## src/rtl/mic_pkg.sv

```systemverilog
/*
  Shared constants and types of the maskable interrupt control block:
  register indices, field positions, reset values and the sequence states.
  Assumes a 32-bit APB slave with word-indexed registers.
*/
package mic_pkg;

  // ----------------------------------------------------------------
  // Register map (word indices, byte address = index * 4)
  // ----------------------------------------------------------------
  localparam int          ADDR_W   = 12;
  localparam int          IDX_W    = 10;
  localparam logic [9:0]  INFO_IDX = 10'h000;
  localparam logic [9:0]  FLAG_IDX = 10'h040;
  localparam logic [9:0]  VTB_IDX  = 10'h041;
  localparam logic [9:0]  CTRL_IDX = 10'h055;

  // ----------------------------------------------------------------
  // Field positions
  // ----------------------------------------------------------------
  localparam int          LVL_LSB  = 0;
  localparam int          REQ_BIT  = 3;
  localparam int          FLG_D    = 2;
  localparam int          FLG_I    = 6;
  localparam int          FLG_U    = 7;
  localparam int          IPL_LSB  = 12;
  localparam int          VEC_SH   = 2;

  // ----------------------------------------------------------------
  // Reset values and constants
  // ----------------------------------------------------------------
  localparam logic [15:0] FLAG_RST = 16'h0000;
  localparam logic [19:0] VTB_RST  = 20'h00000;
  localparam logic [19:0] INFO_ADR = 20'h00000;
  localparam logic [5:0]  SW_U_LO  = 6'h20;
  localparam logic [5:0]  SRC_BASE = 6'h04;

  typedef struct packed {
    logic [5:0] num;
    logic [2:0] lvl;
  } mic_info_t;

  typedef enum logic [2:0] {
    ST_IDLE,
    ST_INFO,
    ST_SAVE,
    ST_CLR,
    ST_PUSH_F,
    ST_PUSH_P,
    ST_IPL,
    ST_JUMP
  } mic_state_t;

endpackage

```

## src/rtl/mic_resolver.sv

```systemverilog
/*
  Priority resolution among the maskable sources.
  Purely combinational; the caller registers the result.
*/
module mic_resolver #(
  parameter int NUM_SRC = 8,
  parameter int SEL_W   = 3
) (
  input  wire logic [NUM_SRC-1:0]   req_i,
  input  wire logic [3*NUM_SRC-1:0] lvl_i,
  input  wire logic [2:0]           ipl_i,
  output logic                      any_o,
  output logic [SEL_W-1:0]          idx_o,
  output logic [2:0]                lvl_o
);

  logic [NUM_SRC-1:0] elig;

  // ----------------------------------------------------------------
  // Eligibility per source
  // ----------------------------------------------------------------
  for (genvar i = 0; i < NUM_SRC; i++)
  begin : g_elig
    assign elig[i] = req_i[i] & (lvl_i[3*i +: 3] > ipl_i);
  end

  // ----------------------------------------------------------------
  // Winner search
  // ----------------------------------------------------------------
  // Downward walk with >= lets the lower index win a level tie
  always_comb
  begin
    any_o = 1'b0;
    idx_o = '0;
    lvl_o = 3'h0;
    for (int i = NUM_SRC - 1; i >= 0; i--)
    begin
      if (elig[i] && (lvl_i[3*i +: 3] >= lvl_o))
      begin
        any_o = 1'b1;
        idx_o = SEL_W'(i);
        lvl_o = lvl_i[3*i +: 3];
      end
    end
  end

endmodule

```

## src/rtl/mic_top.sv

```systemverilog
/*
  Maskable interrupt control: per-source control registers, flag register,
  vector table base, resolution and the CPU interrupt-entry sequence.
  Assumes an APB master on sys_clk_i, request pulses from logic on the same
  clock, and a CPU core that marks instruction boundaries and performs the
  stack writes and vector fetch that this block announces.
*/
// The APB interface to the registers was chosen for this implementation.

// Summary of operation
// Global enable gates maskables; resets to zero.
// Source request sets its pending bit.
// Hardware clears pending bit in the first step, before vectoring.
// Writing zero clears pending; one ignored.
// Three-bit level per source; zero disables.
// Eligible only if level above processor level.
// Processor level seven blocks every maskable.
// Accept needs enable, pending, level above.
// Enable, requests, levels, processor level independent.
// Per-source control, flag register holds rest.
// Software interrupts bypass the maskable gating.
// Software rewrites control only when quiet.
// Software waits before re-enabling after rewrite.
// Use read-modify-write; coincident request kept.
// Sequence starts cycle after instruction completes.
// String instructions are suspended for interrupts.
// First step reads info, then clears request.
// Flag copied into hidden temporary register.
// Clear enable, debug, stack select flags; stack select kept for software numbers from 32.
// Push temporary flag copy, then program counter.
// Load accepted level into processor level.
// Level tie goes to fixed hardware priority.
// Vector from base plus four-byte entry.
// Winner number and level held registered.
module mic_top #(
  parameter int         NUM_SRC  = 8,
  parameter logic [5:0] SRC_NUM0 = mic_pkg::SRC_BASE
) (
  input  wire logic                      sys_clk_i,
  input  wire logic                      rstn_i,
  // APB slave
  input  wire logic                      psel_i,
  input  wire logic                      penable_i,
  input  wire logic                      pwrite_i,
  input  wire logic [mic_pkg::ADDR_W-1:0] paddr_i,
  input  wire logic [31:0]               pwdata_i,
  output logic [31:0]                    prdata_o,
  output logic                           pready_o,
  output logic                           pslverr_o,
  // Peripheral requests
  input  wire logic [NUM_SRC-1:0]        irq_req_i,
  // CPU pipeline
  input  wire logic                      instr_done_i,
  input  wire logic                      string_instr_i,
  input  wire logic                      sw_int_i,
  input  wire logic [5:0]                sw_num_i,
  input  wire logic [19:0]               pc_i,
  input  wire logic                      reti_i,
  input  wire logic [15:0]               reti_flag_i,
  output logic                           seq_busy_o,
  output logic                           suspend_o,
  output logic                           info_rd_o,
  output mic_pkg::mic_info_t             info_o,
  output logic                           push_o,
  output logic [19:0]                    push_data_o,
  output logic                           jump_o,
  output logic [19:0]                    vec_addr_o,
  output logic [15:0]                    flag_o
);

  localparam int SEL_W = (NUM_SRC > 1) ? $clog2(NUM_SRC) : 1;

  // ----------------------------------------------------------------
  // Elaboration checks
  // ----------------------------------------------------------------
  if (NUM_SRC < 2 || NUM_SRC > 28 || 32'(SRC_NUM0) + NUM_SRC > 32)
  begin : g_bad_cfg
    $error("mic_top: NUM_SRC or SRC_NUM0 out of range");
  end
  if (mic_pkg::IDX_W + 2 != mic_pkg::ADDR_W)
  begin : g_bad_map
    $error("mic_top: word index width does not match address width");
  end

  // ----------------------------------------------------------------
  // Storage
  // ----------------------------------------------------------------
  logic [NUM_SRC-1:0]   req_q;
  logic [3*NUM_SRC-1:0] lvl_q;
  logic [15:0]          flag;
  logic [15:0]          next_flag;
  logic [15:0]          tmp_flag;
  logic [19:0]          vtb;
  logic [19:0]          pc_q;
  mic_pkg::mic_info_t   info_q;
  logic                 is_sw_q;
  logic [SEL_W-1:0]     win_q;
  mic_pkg::mic_state_t  state;
  mic_pkg::mic_state_t  next_state;

  // ----------------------------------------------------------------
  // APB decode
  // ----------------------------------------------------------------
  wire [9:0]  idx      = paddr_i[11:2];
  wire        setup    = psel_i & ~penable_i;
  wire        wr_en    = psel_i & penable_i & pwrite_i;
  wire [9:0]  ctrl_off = idx - mic_pkg::CTRL_IDX;
  wire        ctrl_hit = (idx >= mic_pkg::CTRL_IDX) && (ctrl_off < 10'(NUM_SRC));
  wire        flag_hit = (idx == mic_pkg::FLAG_IDX);
  wire        vtb_hit  = (idx == mic_pkg::VTB_IDX);
  wire        info_hit = (idx == mic_pkg::INFO_IDX);
  wire        hit      = ctrl_hit | flag_hit | vtb_hit | info_hit;
  wire        busy     = (state != mic_pkg::ST_IDLE);
  // Flag writes are ignored while the entry sequence owns the flags
  wire        wr_flag  = wr_en & flag_hit & ~busy;
  wire        wr_vtb   = wr_en & vtb_hit;
  wire [2:0]  processor_priority_level      = flag[mic_pkg::IPL_LSB +: 3];
  wire [SEL_W-1:0] sel = ctrl_off[SEL_W-1:0];

  assign pready_o  = 1'b1;
  assign pslverr_o = psel_i & penable_i & ~hit;

  logic [31:0] rd_word;

  always_comb
  begin
    rd_word = 32'h0000_0000;
    if (flag_hit)
      rd_word = {16'h0000, flag};
    else if (vtb_hit)
      rd_word = {12'h000, vtb};
    else if (info_hit)
      rd_word = {23'h00_0000, info_q};
    else if (ctrl_hit)
      rd_word = {28'h000_0000, req_q[sel], lvl_q[3*sel +: 3]};
  end

  always_ff @(posedge sys_clk_i or negedge rstn_i)
  begin
    if (!rstn_i)
      prdata_o <= 32'h0000_0000;
    else if (setup)
      prdata_o <= rd_word;
  end

  // ----------------------------------------------------------------
  // Per-source control registers
  // ----------------------------------------------------------------
  logic [NUM_SRC-1:0] hw_clr;
  logic [NUM_SRC-1:0] wr_ctrl;

  for (genvar i = 0; i < NUM_SRC; i++)
  begin : g_src
    assign wr_ctrl[i] = wr_en & ctrl_hit & (sel == SEL_W'(i));
    assign hw_clr[i]  = (state == mic_pkg::ST_INFO) & ~is_sw_q & (win_q == SEL_W'(i));

    always_ff @(posedge sys_clk_i or negedge rstn_i)
    begin
      if (!rstn_i)
      begin
        req_q[i]         <= 1'b0;
        lvl_q[3*i +: 3]  <= 3'h0;
      end
      else
      begin
        if (wr_ctrl[i])
          lvl_q[3*i +: 3] <= pwdata_i[mic_pkg::LVL_LSB +: 3];
        // A new request beats any clear in the same cycle
        if (irq_req_i[i])
          req_q[i] <= 1'b1;
        else if (hw_clr[i] | (wr_ctrl[i] & ~pwdata_i[mic_pkg::REQ_BIT]))
          req_q[i] <= 1'b0;
      end
    end
  end

  // ----------------------------------------------------------------
  // Resolution and acceptance
  // ----------------------------------------------------------------
  logic             any_elig;
  logic [SEL_W-1:0] win_idx;
  logic [2:0]       win_lvl;

  mic_resolver #(
    .NUM_SRC (NUM_SRC),
    .SEL_W   (SEL_W)
  ) u_resolver (
    .req_i (req_q),
    .lvl_i (lvl_q),
    .ipl_i (processor_priority_level),
    .any_o (any_elig),
    .idx_o (win_idx),
    .lvl_o (win_lvl)
  );

  // Maskable acceptance at a boundary or inside a suspendable string op
  wire boundary  = instr_done_i | string_instr_i;
  wire mask_take = flag[mic_pkg::FLG_I] & any_elig & boundary;
  wire sw_take   = sw_int_i & instr_done_i;
  wire take      = ~busy & (sw_take | mask_take);
  wire sw_pick   = sw_take;

  always_ff @(posedge sys_clk_i or negedge rstn_i)
  begin
    if (!rstn_i)
    begin
      info_q  <= '0;
      is_sw_q <= 1'b0;
      win_q   <= '0;
      pc_q    <= 20'h00000;
    end
    else if (take)
    begin
      is_sw_q <= sw_pick;
      win_q   <= win_idx;
      pc_q    <= pc_i;
      if (sw_pick)
        info_q <= '{num: sw_num_i, lvl: processor_priority_level};
      else
        info_q <= '{num: SRC_NUM0 + 6'(win_idx), lvl: win_lvl};
    end
  end

  // ----------------------------------------------------------------
  // Entry sequence
  // ----------------------------------------------------------------
  always_comb
  begin
    next_state = state;
    unique case (state)
      mic_pkg::ST_IDLE:   if (take) next_state = mic_pkg::ST_INFO;
      mic_pkg::ST_INFO:   next_state = mic_pkg::ST_SAVE;
      mic_pkg::ST_SAVE:   next_state = mic_pkg::ST_CLR;
      mic_pkg::ST_CLR:    next_state = mic_pkg::ST_PUSH_F;
      mic_pkg::ST_PUSH_F: next_state = mic_pkg::ST_PUSH_P;
      mic_pkg::ST_PUSH_P: next_state = mic_pkg::ST_IPL;
      mic_pkg::ST_IPL:    next_state = mic_pkg::ST_JUMP;
      mic_pkg::ST_JUMP:   next_state = mic_pkg::ST_IDLE;
    endcase
  end

  always_ff @(posedge sys_clk_i or negedge rstn_i)
  begin
    if (!rstn_i)
      state <= mic_pkg::ST_IDLE;
    else
      state <= next_state;
  end

  // ----------------------------------------------------------------
  // Flag register, hidden copy and vector table base
  // ----------------------------------------------------------------
  wire keep_u = is_sw_q & (info_q.num >= mic_pkg::SW_U_LO);

  always_comb
  begin
    next_flag = flag;
    if (wr_flag)
      next_flag = pwdata_i[15:0];
    if (reti_i && !busy)
      next_flag = reti_flag_i;
    if (state == mic_pkg::ST_CLR)
    begin
      next_flag[mic_pkg::FLG_I] = 1'b0;
      next_flag[mic_pkg::FLG_D] = 1'b0;
      if (!keep_u)
        next_flag[mic_pkg::FLG_U] = 1'b0;
    end
    // Software interrupts leave the processor level alone
    if (state == mic_pkg::ST_IPL && !is_sw_q)
      next_flag[mic_pkg::IPL_LSB +: 3] = info_q.lvl;
  end

  always_ff @(posedge sys_clk_i or negedge rstn_i)
  begin
    if (!rstn_i)
      flag <= mic_pkg::FLAG_RST;
    else
      flag <= next_flag;
  end

  always_ff @(posedge sys_clk_i or negedge rstn_i)
  begin
    if (!rstn_i)
      tmp_flag <= 16'h0000;
    else if (state == mic_pkg::ST_SAVE)
      tmp_flag <= flag;
  end

  always_ff @(posedge sys_clk_i or negedge rstn_i)
  begin
    if (!rstn_i)
      vtb <= mic_pkg::VTB_RST;
    else if (wr_vtb)
      vtb <= pwdata_i[19:0];
  end

  // ----------------------------------------------------------------
  // CPU-facing outputs
  // ----------------------------------------------------------------
  // Entries are 4 bytes and numbers stay below 64: table spans 256 bytes
  wire [19:0] vec_next = vtb + {12'h000, info_q.num, 2'b00};

  // Step pulses: one cycle each, except push_o, high for both push steps
  always_ff @(posedge sys_clk_i or negedge rstn_i)
  begin
    if (!rstn_i)
    begin
      suspend_o <= 1'b0;
      info_rd_o <= 1'b0;
      push_o    <= 1'b0;
      jump_o    <= 1'b0;
    end
    else
    begin
      suspend_o <= take & ~sw_pick & ~instr_done_i & string_instr_i;
      info_rd_o <= (state == mic_pkg::ST_INFO);
      push_o    <= (state == mic_pkg::ST_PUSH_F) | (state == mic_pkg::ST_PUSH_P);
      jump_o    <= (state == mic_pkg::ST_JUMP);
    end
  end

  // Data words load on their own step only, so they stand until the next sequence
  always_ff @(posedge sys_clk_i or negedge rstn_i)
  begin
    if (!rstn_i)
    begin
      push_data_o <= 20'h00000;
      vec_addr_o  <= 20'h00000;
    end
    else
    begin
      if (state == mic_pkg::ST_PUSH_F)
        push_data_o <= {4'h0, tmp_flag};
      else if (state == mic_pkg::ST_PUSH_P)
        push_data_o <= pc_q;
      if (state == mic_pkg::ST_JUMP)
        vec_addr_o <= vec_next;
    end
  end

  assign seq_busy_o = busy;
  assign info_o     = info_q;
  assign flag_o     = flag;

endmodule

```

## config.mk

```make
export PLATFORM = sky130hd
export DESIGN_NAME = mic_top
export DESIGN_NICKNAME = d
export VERILOG_FILES = /design/src/rtl/mic_pkg.sv /design/src/rtl/mic_resolver.sv /design/src/rtl/mic_top.sv
export SDC_FILE = /design/constraint.sdc
export NUM_CORES = 1
export LEC_CHECK = 0
export ABC_AREA = 1
export BUFFER_PORTS_ARGS = -buffer_cell sky130_fd_sc_hd__buf_2
export CAP_MARGIN = 10
export CORE_MARGIN = 2
export CORE_UTILIZATION = 30
export DETAILED_ROUTE_END_ITERATION = 8
export HOLD_SLACK_MARGIN = 0.12
export PLACE_DENSITY = 0.56
export SLEW_MARGIN = 20
export SYNTH_ARGS = -nofsm -noshare
export SYNTH_HDL_FRONTEND = slang
export SYNTH_SLANG_ARGS = --single-unit
```

## constraint.sdc

```tcl
create_clock -name sys_clk_i -period 13.5 [get_ports sys_clk_i]
set_clock_uncertainty 0.05 [all_clocks]
set_input_delay 2.7 -clock sys_clk_i [delete_from_list [all_inputs] [get_ports sys_clk_i]]
set_output_delay 2.7 -clock sys_clk_i [all_outputs]
set_load 0.005 [all_outputs]
```

==> impl_metrics.xml <==
<?xml version="1.0" encoding="UTF-8"?>
<metrics>
  <group name="layout">
    <metric name="syn2layout_area_growth" unit="%">18.76</metric>
    <metric name="final_util" unit="%">35.97</metric>
    <metric name="sequential_cell_area" unit="um^2">4604</metric>
    <metric name="fillers" unit="">3556</metric>
    <metric name="stdcell_area" unit="um^2">11970</metric>
    <metric name="multiInputGateArea" unit="um^2">4736</metric>
    <metric name="finish.net_count" unit="">1556</metric>
    <metric name="final_cell_count_no_fill" unit="">1863</metric>
    <metric name="final_layout_size_suffix_gt1_share" unit="%">18.33</metric>
  </group>
  <group name="worst_setup_path">
    <metric name="critical_path_at" unit="ps">10380</metric>
    <metric name="timing.critical_path.mode_cell" unit="">sky130_fd_sc_hd__nand2_1</metric>
    <metric name="timing.critical_path.fanout_max" unit="">21</metric>
    <metric name="critical_path_top_delay_cell" unit="">sky130_fd_sc_hd__nand2_1</metric>
    <metric name="kind_of_critical_path" unit="">reg2reg</metric>
    <metric name="critical_path.max_stage_delay" unit="ps">610</metric>
    <metric name="crit_required" unit="ps">13780</metric>
    <metric name="critical_path_capture_point_type" unit="">register</metric>
    <metric name="worst_setup_path_start_kind" unit="">register</metric>
  </group>
  <group name="synthesis">
    <metric name="avgSynthCellArea" unit="um^2">8.142</metric>
    <metric name="synth_top_cells_by_area" unit="">sky130_fd_sc_hd__dfrtp_1 46%, sky130_fd_sc_hd__nand2_1 12%, sky130_fd_sc_hd__o21ai_0 7.4%</metric>
    <metric name="synth_seq_cells" unit="">184</metric>
    <metric name="seq_area_frac_synth" unit="%">45.68</metric>
    <metric name="synth.distinct_cells" unit="">45</metric>
    <metric name="post_synth_inst_count" unit="">1238</metric>
    <metric name="synthArstFlopShare" unit="%">100.0</metric>
    <metric name="synth_largest_area_cell" unit="">sky130_fd_sc_hd__dfrtp_1</metric>
    <metric name="yosys_warnings" unit="">0</metric>
    <metric name="mappedNetlistArea" unit="um^2">10080</metric>
    <metric name="ys.flop_type" unit="">sky130_fd_sc_hd__dfrtp_1</metric>
    <metric name="post-synth-top-area-fraction" unit="%">45.68</metric>
    <metric name="number_of_enable_flip_flop_cells_after_synthesis" unit="">0</metric>
  </group>
  <group name="detailed_routing">
    <metric name="wire_per_inst" unit="um">16.76</metric>
    <metric name="route.vias.total" unit="">8877</metric>
    <metric name="detail_route.drc_violations" unit="">0</metric>
    <metric name="first_iter_violations" unit="">569</metric>
    <metric name="detailedRoute.firstPassIterationCount" unit="">7</metric>
    <metric name="totalWireLength" unit="um">31230</metric>
    <metric name="route.detailed.vias_per_inst" unit="">4.765</metric>
    <metric name="ant_nets" unit="">0</metric>
  </group>
  <group name="clock_network">
    <metric name="cts_root_buffer" unit="">sky130_fd_sc_hd__clkbuf_16</metric>
    <metric name="cts_post_setup_buffers_inserted" unit="">0</metric>
    <metric name="clkTransAtPathRegs" unit="ps">80</metric>
    <metric name="cts_made_buffers" unit="">17</metric>
    <metric name="postCtsHoldBufs" unit="">0</metric>
    <metric name="clock_path_buffers" unit="">2</metric>
    <metric name="insertion_delay" unit="ps">440</metric>
    <metric name="number_of_gates_given_a_new_drive_strength_after_cts" unit="">0</metric>
    <metric name="tritoncts" unit="">built</metric>
    <metric name="clock_sinks" unit="">184</metric>
    <metric name="h-tree-depth" unit="">4</metric>
  </group>
  <group name="placed_design">
    <metric name="pre_cts_slack" unit="ps">3547</metric>
    <metric name="dp.cells" unit="">1829</metric>
    <metric name="gp_congestion" unit="">0.8987</metric>
    <metric name="dp_hpwl" unit="um">23570</metric>
    <metric name="numPortBuffers" unit="">179</metric>
    <metric name="post_dp_cell_area" unit="um^2">11360</metric>
  </group>
  <group name="timing">
    <metric name="timing_worst_slew_pin_value" unit="ps">1043</metric>
    <metric name="fin_setup_tns" unit="ps">0</metric>
    <metric name="max_clock_freq" unit="GHz">0.09898</metric>
    <metric name="finalWorstPathRequiredPeriod" unit="ps">10100</metric>
    <metric name="setup-violations-final" unit="">0</metric>
    <metric name="layout_worst_path_cycle_share" unit="%">74.83</metric>
    <metric name="hold_viol" unit="">0</metric>
    <metric name="unrepaired_setup_endpoints_after_global_routing" unit="">no</metric>
    <metric name="timing.max_slew.rel_slack" unit="%">30.27</metric>
    <metric name="fin_ws" unit="ps">3397</metric>
    <metric name="final.hold.worst_slack" unit="ps">426.5</metric>
    <metric name="final_max_slew_viol_count" unit="">0</metric>
  </group>
  <group name="global_route">
    <metric name="globalRouteOverflowTotal" unit="">0</metric>
    <metric name="global_route_wire_length_before_repair" unit="um">48550</metric>
    <metric name="antenna_found_initial" unit="">3</metric>
    <metric name="grt_usage" unit="%">17.91</metric>
    <metric name="first_global_vias" unit="">8545</metric>
    <metric name="grt_max_degree" unit="">108</metric>
  </group>
  <group name="floorplan">
    <metric name="fp-row-count" unit="">67</metric>
    <metric name="die_footprint" unit="um^2">35080</metric>
    <metric name="core_region_area" unit="um^2">33280</metric>
    <metric name="initial_utilization" unit="%">30.29</metric>
    <metric name="ioPinCount" unit="">207</metric>
    <metric name="dieWidth" unit="um">187.3</metric>
    <metric name="floorplan.die.height" unit="um">187.3</metric>
  </group>
  <group name="power_and_ir_drop">
    <metric name="report.power.total" unit="mW">2.344</metric>
    <metric name="vdd_ir_drop_max" unit="mV">0.09768</metric>
    <metric name="leakagePower" unit="nW">5.996</metric>
    <metric name="cell_pwr_density" unit="nW/um^2">195.8</metric>
  </group>
  <group name="hold_path">
    <metric name="worstHoldPathType" unit="">reg2reg</metric>
  </group>
  <group name="status">
    <metric name="outcome" unit="">finished, final reports clean</metric>
  </group>
  <group name="run">
    <metric name="cap_violations" unit="">0</metric>
  </group>
</metrics>
==> critical path, delay by kind of cell (launching register included) <==
family / cells / cell delay (ps)
AOI/OAI and AO/OA: 12 / 1730
buffers and inverters: 13 / 1190
adders and majority gates: 8 / 2440
DFF: 1 / 450
and+or+nand+nor: 42 / 4110
==> layout by cell type (no fill, tap or decap), drive strengths merged, types with 3 or more instances in the layout <==
cell type,netlist,final
a31oi,7,7
nand4,4,4
nor4,6,6
nor2,64,64
o21ai,175,175
inv,131,137
nand2,333,333
ha,52,52
xor2,16,16
clkinv,2,8
a21oi,42,42
or2,3,3
xnor2,3,3
o21bai,11,11
nand3b,5,5
dfrtp,184,184
o31ai,3,3
buf,21,185
o211ai,18,18
nand3,75,75
nor3,11,11
a221oi,4,4
mux2,17,17
clkbuf,33,18
conb,2,13
a211oi,3,3
==> cell usage after synthesis, types with 4 or more instances <==
master / number
sky130_fd_sc_hd__nand2_1: 318
sky130_fd_sc_hd__buf_4: 13
sky130_fd_sc_hd__nand3_1: 74
sky130_fd_sc_hd__dfrtp_1: 184
sky130_fd_sc_hd__a221oi_1: 4
sky130_fd_sc_hd__o21bai_1: 11
sky130_fd_sc_hd__nor2_1: 61
sky130_fd_sc_hd__nand3b_1: 5
sky130_fd_sc_hd__o21ai_1: 26
sky130_fd_sc_hd__mux2_2: 17
sky130_fd_sc_hd__nor4_1: 6
sky130_fd_sc_hd__a21oi_1: 41
sky130_fd_sc_hd__o21ai_0: 149
sky130_fd_sc_hd__nor3_1: 11
sky130_fd_sc_hd__xor2_1: 16
sky130_fd_sc_hd__a31oi_1: 7
sky130_fd_sc_hd__inv_1: 131
sky130_fd_sc_hd__clkbuf_1: 33
sky130_fd_sc_hd__nand4_1: 4
sky130_fd_sc_hd__nand2_4: 5
sky130_fd_sc_hd__nand2_2: 10
sky130_fd_sc_hd__buf_6: 4
sky130_fd_sc_hd__o211ai_1: 18
sky130_fd_sc_hd__ha_1: 52
==> sequential cells by signal (all words and copies together) (netlist names) <==
register and cells:
jump_o 1, is_sw_q 1, win_q 3, prdata_o 20, tmp_flag 16, vec_addr_o 20
state 3, pc_q 20, push_data_o 20, push_o 1, suspend_o 1, flag_o 16
req_q 8, info_rd_o 1, info_o 9, lvl_q 24, vtb 20
==> cell families after synthesis <==
logic type                 share of synthesized area, %
and+or+nand+nor                                   21.30
AOI/OAI and AO/OA                                 14.97
buffers and inverters                             7.771
DFF                                               45.68
adders and majority gates                         6.653
xor gates and xnor gates                          1.651
muxes                                             1.899
other                                           0.07451
==> worst paths after layout <==
path	slack, ps	to	startpoint	cells past startpoint
max	3400	info_o[1]$_DFFE_PN0P_	flag_o[14]$_DFFE_PN0P_	75
min	430	vec_addr_o[17]$_DFFE_PN0P_	vec_addr_o[17]$_DFFE_PN0P_	2
max reg2reg	3400	info_o[1]$_DFFE_PN0P_	flag_o[14]$_DFFE_PN0P_	75
min reg2reg	430	vec_addr_o[17]$_DFFE_PN0P_	vec_addr_o[17]$_DFFE_PN0P_	2
max in group asynchronous	9550	flag_o[4]$_DFFE_PN0P_	rstn_i	2
min in group asynchronous	2310	lvl_q[4]$_DFFE_PN0P_	rstn_i	1
==> power breakdown <==
| group | switching (mW) | leakage, nW | internal [mW] |
|---|---|---|---|
| logic | 0.661 | 3.33 | 0.371 |
| clock network | 0.248 | 0.290 | 0.266 |
| registers | 0.104 | 2.38 | 0.693 |
==> metal layers <==
| metal | global-route usage (%) | routed length [um] |
|---|---|---|
| met1 | 24.19 | 14140 |
| met2 | 28.61 | 14240 |
| met3 | 3.940 | 2035 |
| met4 | 5.617 | 801 |
| met5 | 0 | 11 |
==> final cells by class <==
type,instances,share of cell area [%]
clock buffer,17,3.554
sequential,184,38.47
timing repair buffer,186,7.996
inverter,133,4.171
antenna,2,0.04181
tap,448,4.683
multi-input combinational,878,39.56
clock inverter,15,1.526
(Power assumes the default switching activity.)
